===== config.mk =====
export PLATFORM = sky130hd
export DESIGN_NAME = isc_top
export DESIGN_NICKNAME = d
export VERILOG_FILES = /design/src/logic/isc_pkg.sv /design/src/logic/isc_req_if.sv /design/src/logic/isc_prio.sv /design/src/logic/isc_top.sv
export SDC_FILE = /design/constraint.sdc
export NUM_CORES = 1
export LEC_CHECK = 0
export BUFFER_PORTS_ARGS = -buffer_cell sky130_fd_sc_hd__buf_2
export CORE_MARGIN = 5
export CORE_UTILIZATION = 45
export DETAILED_ROUTE_END_ITERATION = 12
export PLACE_DENSITY = 0.79
export SYNTH_ARGS = -nofsm -noshare
export SYNTH_HDL_FRONTEND = slang
export SYNTH_SLANG_ARGS = --single-unit

===== constraint.sdc =====
create_clock -name mclk_in -period 18.8 [get_ports mclk_in]
set_clock_uncertainty 0.1 [all_clocks]
set_input_delay 3.76 -clock mclk_in [delete_from_list [all_inputs] [get_ports mclk_in]]
set_output_delay 3.76 -clock mclk_in [all_outputs]
set_load 0.005 [all_outputs]

===== src/logic/isc_pkg.sv =====
// constants, types and behaviour notes for the interrupt and standby block
// Notes on behaviour
// - watchdog non-maskable line, taken before maskable ones
// - watchdog enable input can suppress the line
// - line blocked until writes to 00FF00H and 00FF01H
// - ten systems, 22 types, flag and enable each
// - fixed grouping of types into systems
// - each system has a three-level priority
// - event sets its pending flag, readable
// - enable bit one allows, zero blocks request
// - accept: flag, enable, priority above cpu mask
// - requests sampled at first opcode fetch
// - halt stops cpu, peripherals keep running
// - halt ends on reset or any request
// - sleep stops cpu and both oscillators
// - sleep ends on reset, nmi, port interrupt
// - writing one clears flag, zero after reset
package isc_pkg;
  localparam int NUM_TYPES   = 22;
  localparam int NUM_SYS     = 10;
  localparam int LVL_W       = 2;
  localparam int SYS_W       = 4;
  // io addresses whose writes release the nmi block
  localparam logic [23:0] NMI_REL_ADDR0 = 24'h00_FF00;
  localparam logic [23:0] NMI_REL_ADDR1 = 24'h00_FF01;
  // system numbers
  localparam logic [3:0] SYS_K0   = 4'h0;
  localparam logic [3:0] SYS_K1   = 4'h1;
  localparam logic [3:0] SYS_T16A = 4'h2;
  localparam logic [3:0] SYS_T16B = 4'h3;
  localparam logic [3:0] SYS_T8   = 4'h4;
  localparam logic [3:0] SYS_SER  = 4'h5;
  localparam logic [3:0] SYS_TP   = 4'h6;
  localparam logic [3:0] SYS_LCD  = 4'h7;
  localparam logic [3:0] SYS_AD   = 4'h8;
  localparam logic [3:0] SYS_CTM  = 4'h9;
  // reset values
  localparam logic [21:0] FLAGS_RST = 22'h00_0000;
  localparam logic [21:0] EN_RST    = 22'h00_0000;
  localparam logic [19:0] PRIO_RST  = 20'h0_0000;

  typedef enum logic [1:0] {
    ISC_RUN,
    ISC_HALT,
    ISC_SLEEP
  } isc_mode_t;

  // map type index to system: k0 0, k1 1-4, t16a 5-6, t16b 7-8, t8 9,
  // serial 10-12, touch 13-14, lcd 15, adc 16, clock timer 17-21
  function automatic logic [3:0] isc_sys_of(input int t);
    logic [3:0] s;
    s = SYS_CTM;
    if (t == 0) s = SYS_K0;
    else if (t <= 4) s = SYS_K1;
    else if (t <= 6) s = SYS_T16A;
    else if (t <= 8) s = SYS_T16B;
    else if (t == 9) s = SYS_T8;
    else if (t <= 12) s = SYS_SER;
    else if (t <= 14) s = SYS_TP;
    else if (t == 15) s = SYS_LCD;
    else if (t == 16) s = SYS_AD;
    return s;
  endfunction : isc_sys_of
endpackage : isc_pkg


===== src/logic/isc_req_if.sv =====
// carrier between the controller and its priority resolver
`timescale 1ns/1ps
interface isc_req_if #(
  parameter int NSYS = 10
);
  logic [NSYS-1:0]   sys_req;
  logic [2*NSYS-1:0] sys_lvl;
  logic [1:0]        mask;
  logic              win_valid;
  logic [3:0]        win_sys;
  logic [1:0]        win_lvl;

  modport ctl (
    output sys_req, sys_lvl, mask,
    input  win_valid, win_sys, win_lvl
  );
  modport res (
    input  sys_req, sys_lvl, mask,
    output win_valid, win_sys, win_lvl
  );
endinterface : isc_req_if


===== src/logic/isc_prio.sv =====
// priority resolver: highest level above the cpu mask, lowest system on tie
`timescale 1ns/1ps
module isc_prio #(
  parameter int NSYS = 10
) (
  isc_req_if.res req
);
  if (NSYS < 1 || NSYS > 16) begin : g_chk
    $error("isc_prio: NSYS must be 1..16");
  end

  always_comb begin
    logic [1:0] best;
    logic [1:0] lv;
    best = 2'h0;
    lv = 2'h0;
    req.win_valid = 1'b0;
    req.win_sys = 4'h0;
    req.win_lvl = 2'h0;
    for (int s = NSYS - 1; s >= 0; s--) begin
      lv = req.sys_lvl[2*s +: 2];
      if (req.sys_req[s] && lv > req.mask && lv >= best) begin
        best = lv;
        req.win_valid = 1'b1;
        req.win_sys = s[3:0];
        req.win_lvl = lv;
      end
    end
  end
endmodule : isc_prio


===== src/logic/isc_top.sv =====
// interrupt collection, nmi gating and standby control
`timescale 1ns/1ps
module isc_top #(
  parameter int NTYPES = 22,
  parameter int NSYS   = 10
) (
  // clock and reset
  input  wire logic              mclk_in,
  input  wire logic              rst_b_in,
  // peripheral events, one-cycle pulses, and the watchdog nmi enable level
  input  wire logic [NTYPES-1:0] evt_in,
  input  wire logic              wdt_nmi_evt_in,
  input  wire logic              wdt_nmi_en_in,
  // software access strobes
  input  wire logic              io_wr_in,
  input  wire logic [23:0]       io_addr_in,
  input  wire logic [NTYPES-1:0] flag_clr_in,
  input  wire logic              en_wr_in,
  input  wire logic [NTYPES-1:0] en_data_in,
  input  wire logic              prio_wr_in,
  input  wire logic [2*NSYS-1:0] prio_data_in,
  // cpu side
  input  wire logic              cpu_level_mask_bit0_in,
  input  wire logic              cpu_level_mask_bit1_in,
  input  wire logic              fetch_first_in,
  input  wire logic              halt_instruction_in,
  input  wire logic              sleep_instruction_in,
  // status
  output logic [NTYPES-1:0]      flags_out,
  output logic [NTYPES-1:0]      enable_out,
  output logic [2*NSYS-1:0]      prio_out,
  output logic [NSYS-1:0]        sys_req_out,
  output logic                   nmi_unblocked_out,
  // cpu requests
  output logic                   nmi_take_out,
  output logic                   irq_take_out,
  output logic [3:0]             irq_sys_out,
  output logic [1:0]             irq_lvl_out,
  // standby
  output logic                   cpu_stop_out,
  output logic                   low_speed_oscillator_stop_out,
  output logic                   high_speed_oscillator_stop_out,
  output logic                   wake_out
);
  if (NTYPES != isc_pkg::NUM_TYPES || NSYS != isc_pkg::NUM_SYS) begin : g_chk
    $error("isc_top: type and system counts are fixed by the grouping");
  end

  // whole block state, registered once per clock
  typedef struct packed {
    logic [NTYPES-1:0]  flags;
    logic [NTYPES-1:0]  en;
    logic [2*NSYS-1:0]  prio;
    // sticky release writes, cleared only by reset
    logic               rel0;
    logic               rel1;
    logic               nmi_pend;
    isc_pkg::isc_mode_t mode;
    logic               nmi_take;
    logic               irq_take;
    // last accepted system and level, held until the next take
    logic [3:0]         sys;
    logic [1:0]         lvl;
    logic               wake;
  } isc_state_t;

  isc_state_t st;
  isc_state_t next_st;

  isc_req_if #(.NSYS(NSYS)) req ();

  // resolver sees requests, levels and the live cpu mask
  isc_prio #(.NSYS(NSYS)) u_prio (
    .req (req.res)
  );

  logic [NSYS-1:0] sys_req;
  logic            nmi_ok;
  logic            wdt_nmi;

  // per-system request from enabled pending types
  always_comb begin
    sys_req = '0;
    for (int t = 0; t < NTYPES; t++) begin
      if (st.flags[t] && st.en[t]) begin
        sys_req[isc_pkg::isc_sys_of(t)] = 1'b1;
      end
    end
  end

  assign req.sys_req = sys_req;
  assign req.sys_lvl = st.prio;
  assign req.mask    = {cpu_level_mask_bit1_in, cpu_level_mask_bit0_in};
  assign nmi_ok      = st.rel0 && st.rel1;
  // watchdog raises nothing unless configured to
  assign wdt_nmi     = wdt_nmi_evt_in && wdt_nmi_en_in;

  always_comb begin
    logic port_req;
    logic any_req;
    // only the port systems may end sleep among the maskable ones
    port_req = sys_req[isc_pkg::SYS_K0] || sys_req[isc_pkg::SYS_K1];
    any_req = |sys_req;
    next_st = st;
    next_st.nmi_take = 1'b0;
    next_st.irq_take = 1'b0;
    next_st.wake = 1'b0;
    next_st.flags = st.flags & ~flag_clr_in;
    // event sets flag, set wins over clear
    // a clear never swallows an event of the same cycle
    // one flag per type
    next_st.flags = next_st.flags | evt_in;
    if (en_wr_in) begin
      next_st.en = en_data_in;
    end
    if (prio_wr_in) begin
      next_st.prio = prio_data_in;
    end
    // release after writes to both addresses
    // either order; each address write is remembered
    if (io_wr_in && io_addr_in == isc_pkg::NMI_REL_ADDR0) begin
      next_st.rel0 = 1'b1;
    end
    if (io_wr_in && io_addr_in == isc_pkg::NMI_REL_ADDR1) begin
      next_st.rel1 = 1'b1;
    end
    // watchdog may be set to raise no nmi
    // nmi cannot be masked by the level mask
    if (wdt_nmi && nmi_ok) begin
      next_st.nmi_pend = 1'b1;
    end
    case (st.mode)
      isc_pkg::ISC_RUN: begin
        if (fetch_first_in) begin
          if (st.nmi_pend) begin
            next_st.nmi_take = 1'b1;
            // an event landing on the take cycle stays pending
            next_st.nmi_pend = wdt_nmi && nmi_ok;
          end else if (req.win_valid) begin
            // accepted request
            // the flag stays set; the handler has to clear it
            next_st.irq_take = 1'b1;
            next_st.sys = req.win_sys;
            next_st.lvl = req.win_lvl;
          end
        end
        if (halt_instruction_in) begin
          next_st.mode = isc_pkg::ISC_HALT;
        end else if (sleep_instruction_in) begin
          next_st.mode = isc_pkg::ISC_SLEEP;
        end
      end
      isc_pkg::ISC_HALT: begin
        // any request ends halt
        // the cpu mask does not hold off this wake
        if (any_req || st.nmi_pend) begin
          next_st.mode = isc_pkg::ISC_RUN;
          next_st.wake = 1'b1;
        end
      end
      isc_pkg::ISC_SLEEP: begin
        // only nmi or port interrupt ends sleep
        if (port_req || st.nmi_pend) begin
          next_st.mode = isc_pkg::ISC_RUN;
          next_st.wake = 1'b1;
        end
      end
      default: begin
        // unused encoding falls back to run
        next_st.mode = isc_pkg::ISC_RUN;
      end
    endcase
  end

  // every field reset from a constant, one register for the whole state
  always_ff @(posedge mclk_in) begin
    if (!rst_b_in) begin
      st.flags    <= isc_pkg::FLAGS_RST;
      st.en       <= isc_pkg::EN_RST;
      st.prio     <= isc_pkg::PRIO_RST;
      st.rel0     <= 1'b0;
      st.rel1     <= 1'b0;
      st.nmi_pend <= 1'b0;
      st.mode     <= isc_pkg::ISC_RUN;
      st.nmi_take <= 1'b0;
      st.irq_take <= 1'b0;
      st.sys      <= 4'h0;
      st.lvl      <= 2'h0;
      st.wake     <= 1'b0;
    end else begin
      st <= next_st;
    end
  end

  // status and requests read straight from the state
  assign flags_out         = st.flags;
  assign enable_out        = st.en;
  assign prio_out          = st.prio;
  assign sys_req_out       = sys_req;
  assign nmi_unblocked_out = nmi_ok;
  assign nmi_take_out      = st.nmi_take;
  assign irq_take_out      = st.irq_take;
  assign irq_sys_out       = st.sys;
  assign irq_lvl_out       = st.lvl;
  assign cpu_stop_out      = st.mode != isc_pkg::ISC_RUN;
  // the block stays clocked; the stop lines gate the oscillators
  assign low_speed_oscillator_stop_out  = st.mode == isc_pkg::ISC_SLEEP;
  assign high_speed_oscillator_stop_out = st.mode == isc_pkg::ISC_SLEEP;
  assign wake_out          = st.wake;
endmodule : isc_top


==> summary.md <==
| Metric | Value |
|---|---|
| Status | `complete, no violations` |
| Final ANT Viol Nets | `0` |
| Crit. End Element | `flop` |
| Die H | `113.7 um` |
| Die area | `12930 um2` |
| Crit path largest cell delay | `0.74 ns` |
| Number of DRC markers in iteration 0 | `114` |
| Flip-flop and latch area | `1562 um2` |
| Critical path startpoint category | `primary input` |
| Syn_nets | `694` |
| Number of H-tree levels | `3` |
| Num Clock Sinks | `78` |
| PD cells | `66.37 nW/um2` |
| CP arrival | `17.78 ns` |
| Clock Tree Root | `clkbuf_8` |
| Crit share post-route | `0.9366` |
| Total negative slack | `0 ns` |
| Post-cts resize count | `0` |
| Finished layout cell area | `5659 um2` |
| CP top delay family | `compound AO/OA/AOI/OAI gates` |
| Cts hold-fix bufs | `0` |
| Max-slew headroom | `0.4531` |
| CP Class | `primary input to flop` |
| DRC viols | `0` |
| Max clock buf depth | `2` |
| Max Freq | `56.79 MHz` |
| Most frequent cells in the layout | `buf_2 (208), dfxtp_1 (78), nor2b_1 (71)` |
| Post-synthesis register bit count | `78` |
| HPWL Detailed | `10680 um` |
| Netlist cell types | `55` |
| Most common cell after layout, fill and taps aside | `buf_2` |
| TritonCTS buffer count | `9` |
| Post-synth ARST share | `0` |
| Share of cells above drive strength 1 | `0.3516` |
| Max-cap violation count | `0` |
| Fin. Hold Viols | `0` |
| Max IR drop VDD | `0.03611 mV` |
| CTS tree | `built` |
| Post-DP Area | `5484 um2` |
| Highest routed layer | `met4` |
| Via/cell ratio | `5.140` |
| Final wirelength | `13050 um` |
| Worst min path class | `flop to flop` |
| Global-route wire length before repair | `20760 um` |
| Register area share after synthesis | `0.3226` |
| Post-Syn Area | `4840 um2` |
| Row count | `37` |
| Max-slew violations | `0` |
| Crit path buf inv count | `3` |
| Synth warnings | `0` |
| Final number of setup-violating endpoints | `0` |
| Clock transition at path regs | `0.09 ns` |
| Wire length per cell | `16.05 um` |
| Ports | `209` |
| Met3 Wirelength | `1066 um` |
| I/O Buffers | `208` |
| Most common cell on crit path | `ha_1` |
| Postcts setup bufs | `0` |
| Worst path required time | `18.98 ns` |
| Number of synthesized flops with an enable pin | `0` |
| Syn_area_per_cell | `9.046 um2` |
| Least-Margin Pin Slew | `0.7996 ns` |
| Via count | `4179` |
| Total Routing Usage GR | `0.1991` |
| Slowest-stage cell, CP | `a2111oi_0` |
| GRT overflow | `0` |
| Multi-input gate area | `2572 um2` |
| Antenna diodes | `0` |
| Critical Path Fanout Max | `10` |
| DRT Pass-1 Iters | `4` |
| Vias in the first global route | `4315` |
| Layout Nets | `831` |
| Fillers | `953` |
| RSZ-0062 raised after global routing | `false` |
| Top_reg_cell synth | `dfxtp_1` |
| Die X | `113.7 um` |
| Met2 wire length | `6528 um` |
| Cells after Synth | `535` |
| Leak Pwr | `2.795 nW` |
| Initial antenna violation count | `0` |
| Worst-skew pair later-pin latency | `0.35 ns` |
| Initial core utilization | `0.4646` |
| GP Congestion | `0.8727` |
| Largest net degree at the start of global routing | `79` |
| Core area | `10420 um2` |
| Area grow syn2layout | `16.93%` |
| Final min period | `17.61 ns` |
| Wl on met1 | `5218 um` |
## metal layers
layer,GRT usage,up-vias
li1,-,2054
met4,0.07853,0
met2,0.3455,172
met5,0,-
met3,0.06844,22
met1,0.2234,1931
## sequential cells by signal (all words and copies together), names as in the netlist
signal and cells:
flags_out 22, irq_lvl_out 2, st 5, irq_sys_out 4, irq_take_out 1, wake_out 1
prio_out 20, nmi_take_out 1, enable_out 22
## worst reg2reg max path: cells and delay by family, from the launching register on
family	cells	cell delay (ns)
AO/OA/AOI/OAI	18	5.24
adder cells (fa/ha/maj)	11	2.79
buffers and inverters	1	0.19
flip-flops	1	0.39
multiplexers	4	1.55
AND/OR/NAND/NOR	23	3.93
## synthesized netlist by cell type (3+ instances only)
master / count / share of area
dfxtp_1: 78 / 0.32
buf_4: 71 / 0.11
nor2b_1: 71 / 0.092
mux2i_1: 43 / 0.089
ha_1: 37 / 0.096
inv_1: 33 / 0.026
nand2_1: 27 / 0.021
o21a_1: 25 / 0.039
a21oi_1: 18 / 0.019
nor2_1: 14 / 0.011
nand2b_1: 13 / 0.017
clkbuf_1: 9 / 0.0070
a22oi_1: 8 / 0.012
o21ai_0: 8 / 0.0083
nand3_1: 6 / 0.0062
nor3_1: 6 / 0.0062
a21boi_0: 5 / 0.0078
nor4_1: 5 / 0.0065
and2_1: 4 / 0.0052
buf_1: 4 / 0.0031
mux2_2: 4 / 0.0093
a211oi_1: 3 / 0.0047
a222oi_1: 3 / 0.0062
## final timing paths
check	startpoint	end	depth (start not counted)	slack, ns
worst min register to register	st[13]	st[13]	1	0.37
worst max-delay path	cpu_level_mask_bit1_in	irq_sys_out[0]	59	1.19
worst max register to register	prio_out[19]	irq_sys_out[0]	57	4.56
worst min-delay path	st[13]	st[13]	1	0.37
## cell type report
| cell class | count | share of cell area |
|---|---|---|
| Sequential cell | 78 | 0.2759 |
| Clock buffer | 11 | 0.02498 |
| Timing Repair Buffer | 210 | 0.1866 |
| Tap cell | 136 | 0.03007 |
| Clock inverter | 5 | 0.005969 |
| Inverter | 33 | 0.02189 |
| Multi-Input combinational cell | 340 | 0.4546 |
## through the flow
stage	setup slack [ns]	hold slack, ns	util	instances	total power [mW]
after floorplan	2.775	0.3331	-	535	0.2406
after CTS	1.410	0.3734	0.5433	813	0.3806
after detailed placement	1.044	0.3548	0.5265	797	0.2653
final	1.193	0.3701	0.5433	813	0.3756
after global routing	0.06056	0.4000	0.5433	813	0.3978
after global placement	1.779	0.3413	0.5265	797	0.2617
## where the power goes
group	switching, mW	internal, mW	total (mW)
Sequential	0.00910	0.175	0.184
Combinational	0.0375	0.0394	0.0769
Clock	0.0629	0.0516	0.115
## cells by family (layout without fill, tap and decap cells)
kind of cell / count (synthesis) / after routing / share of synthesized area
flip-flops: 78 / 78 / 0.3226
AND/OR/NAND/NOR: 159 / 159 / 0.1843
buffers and inverters: 117 / 259 / 0.1458
AO/OA/AOI/OAI: 96 / 96 / 0.1512
multiplexers: 47 / 47 / 0.09824
adder cells (fa/ha/maj): 38 / 38 / 0.09772
Power figures use the tool's default switching activity.
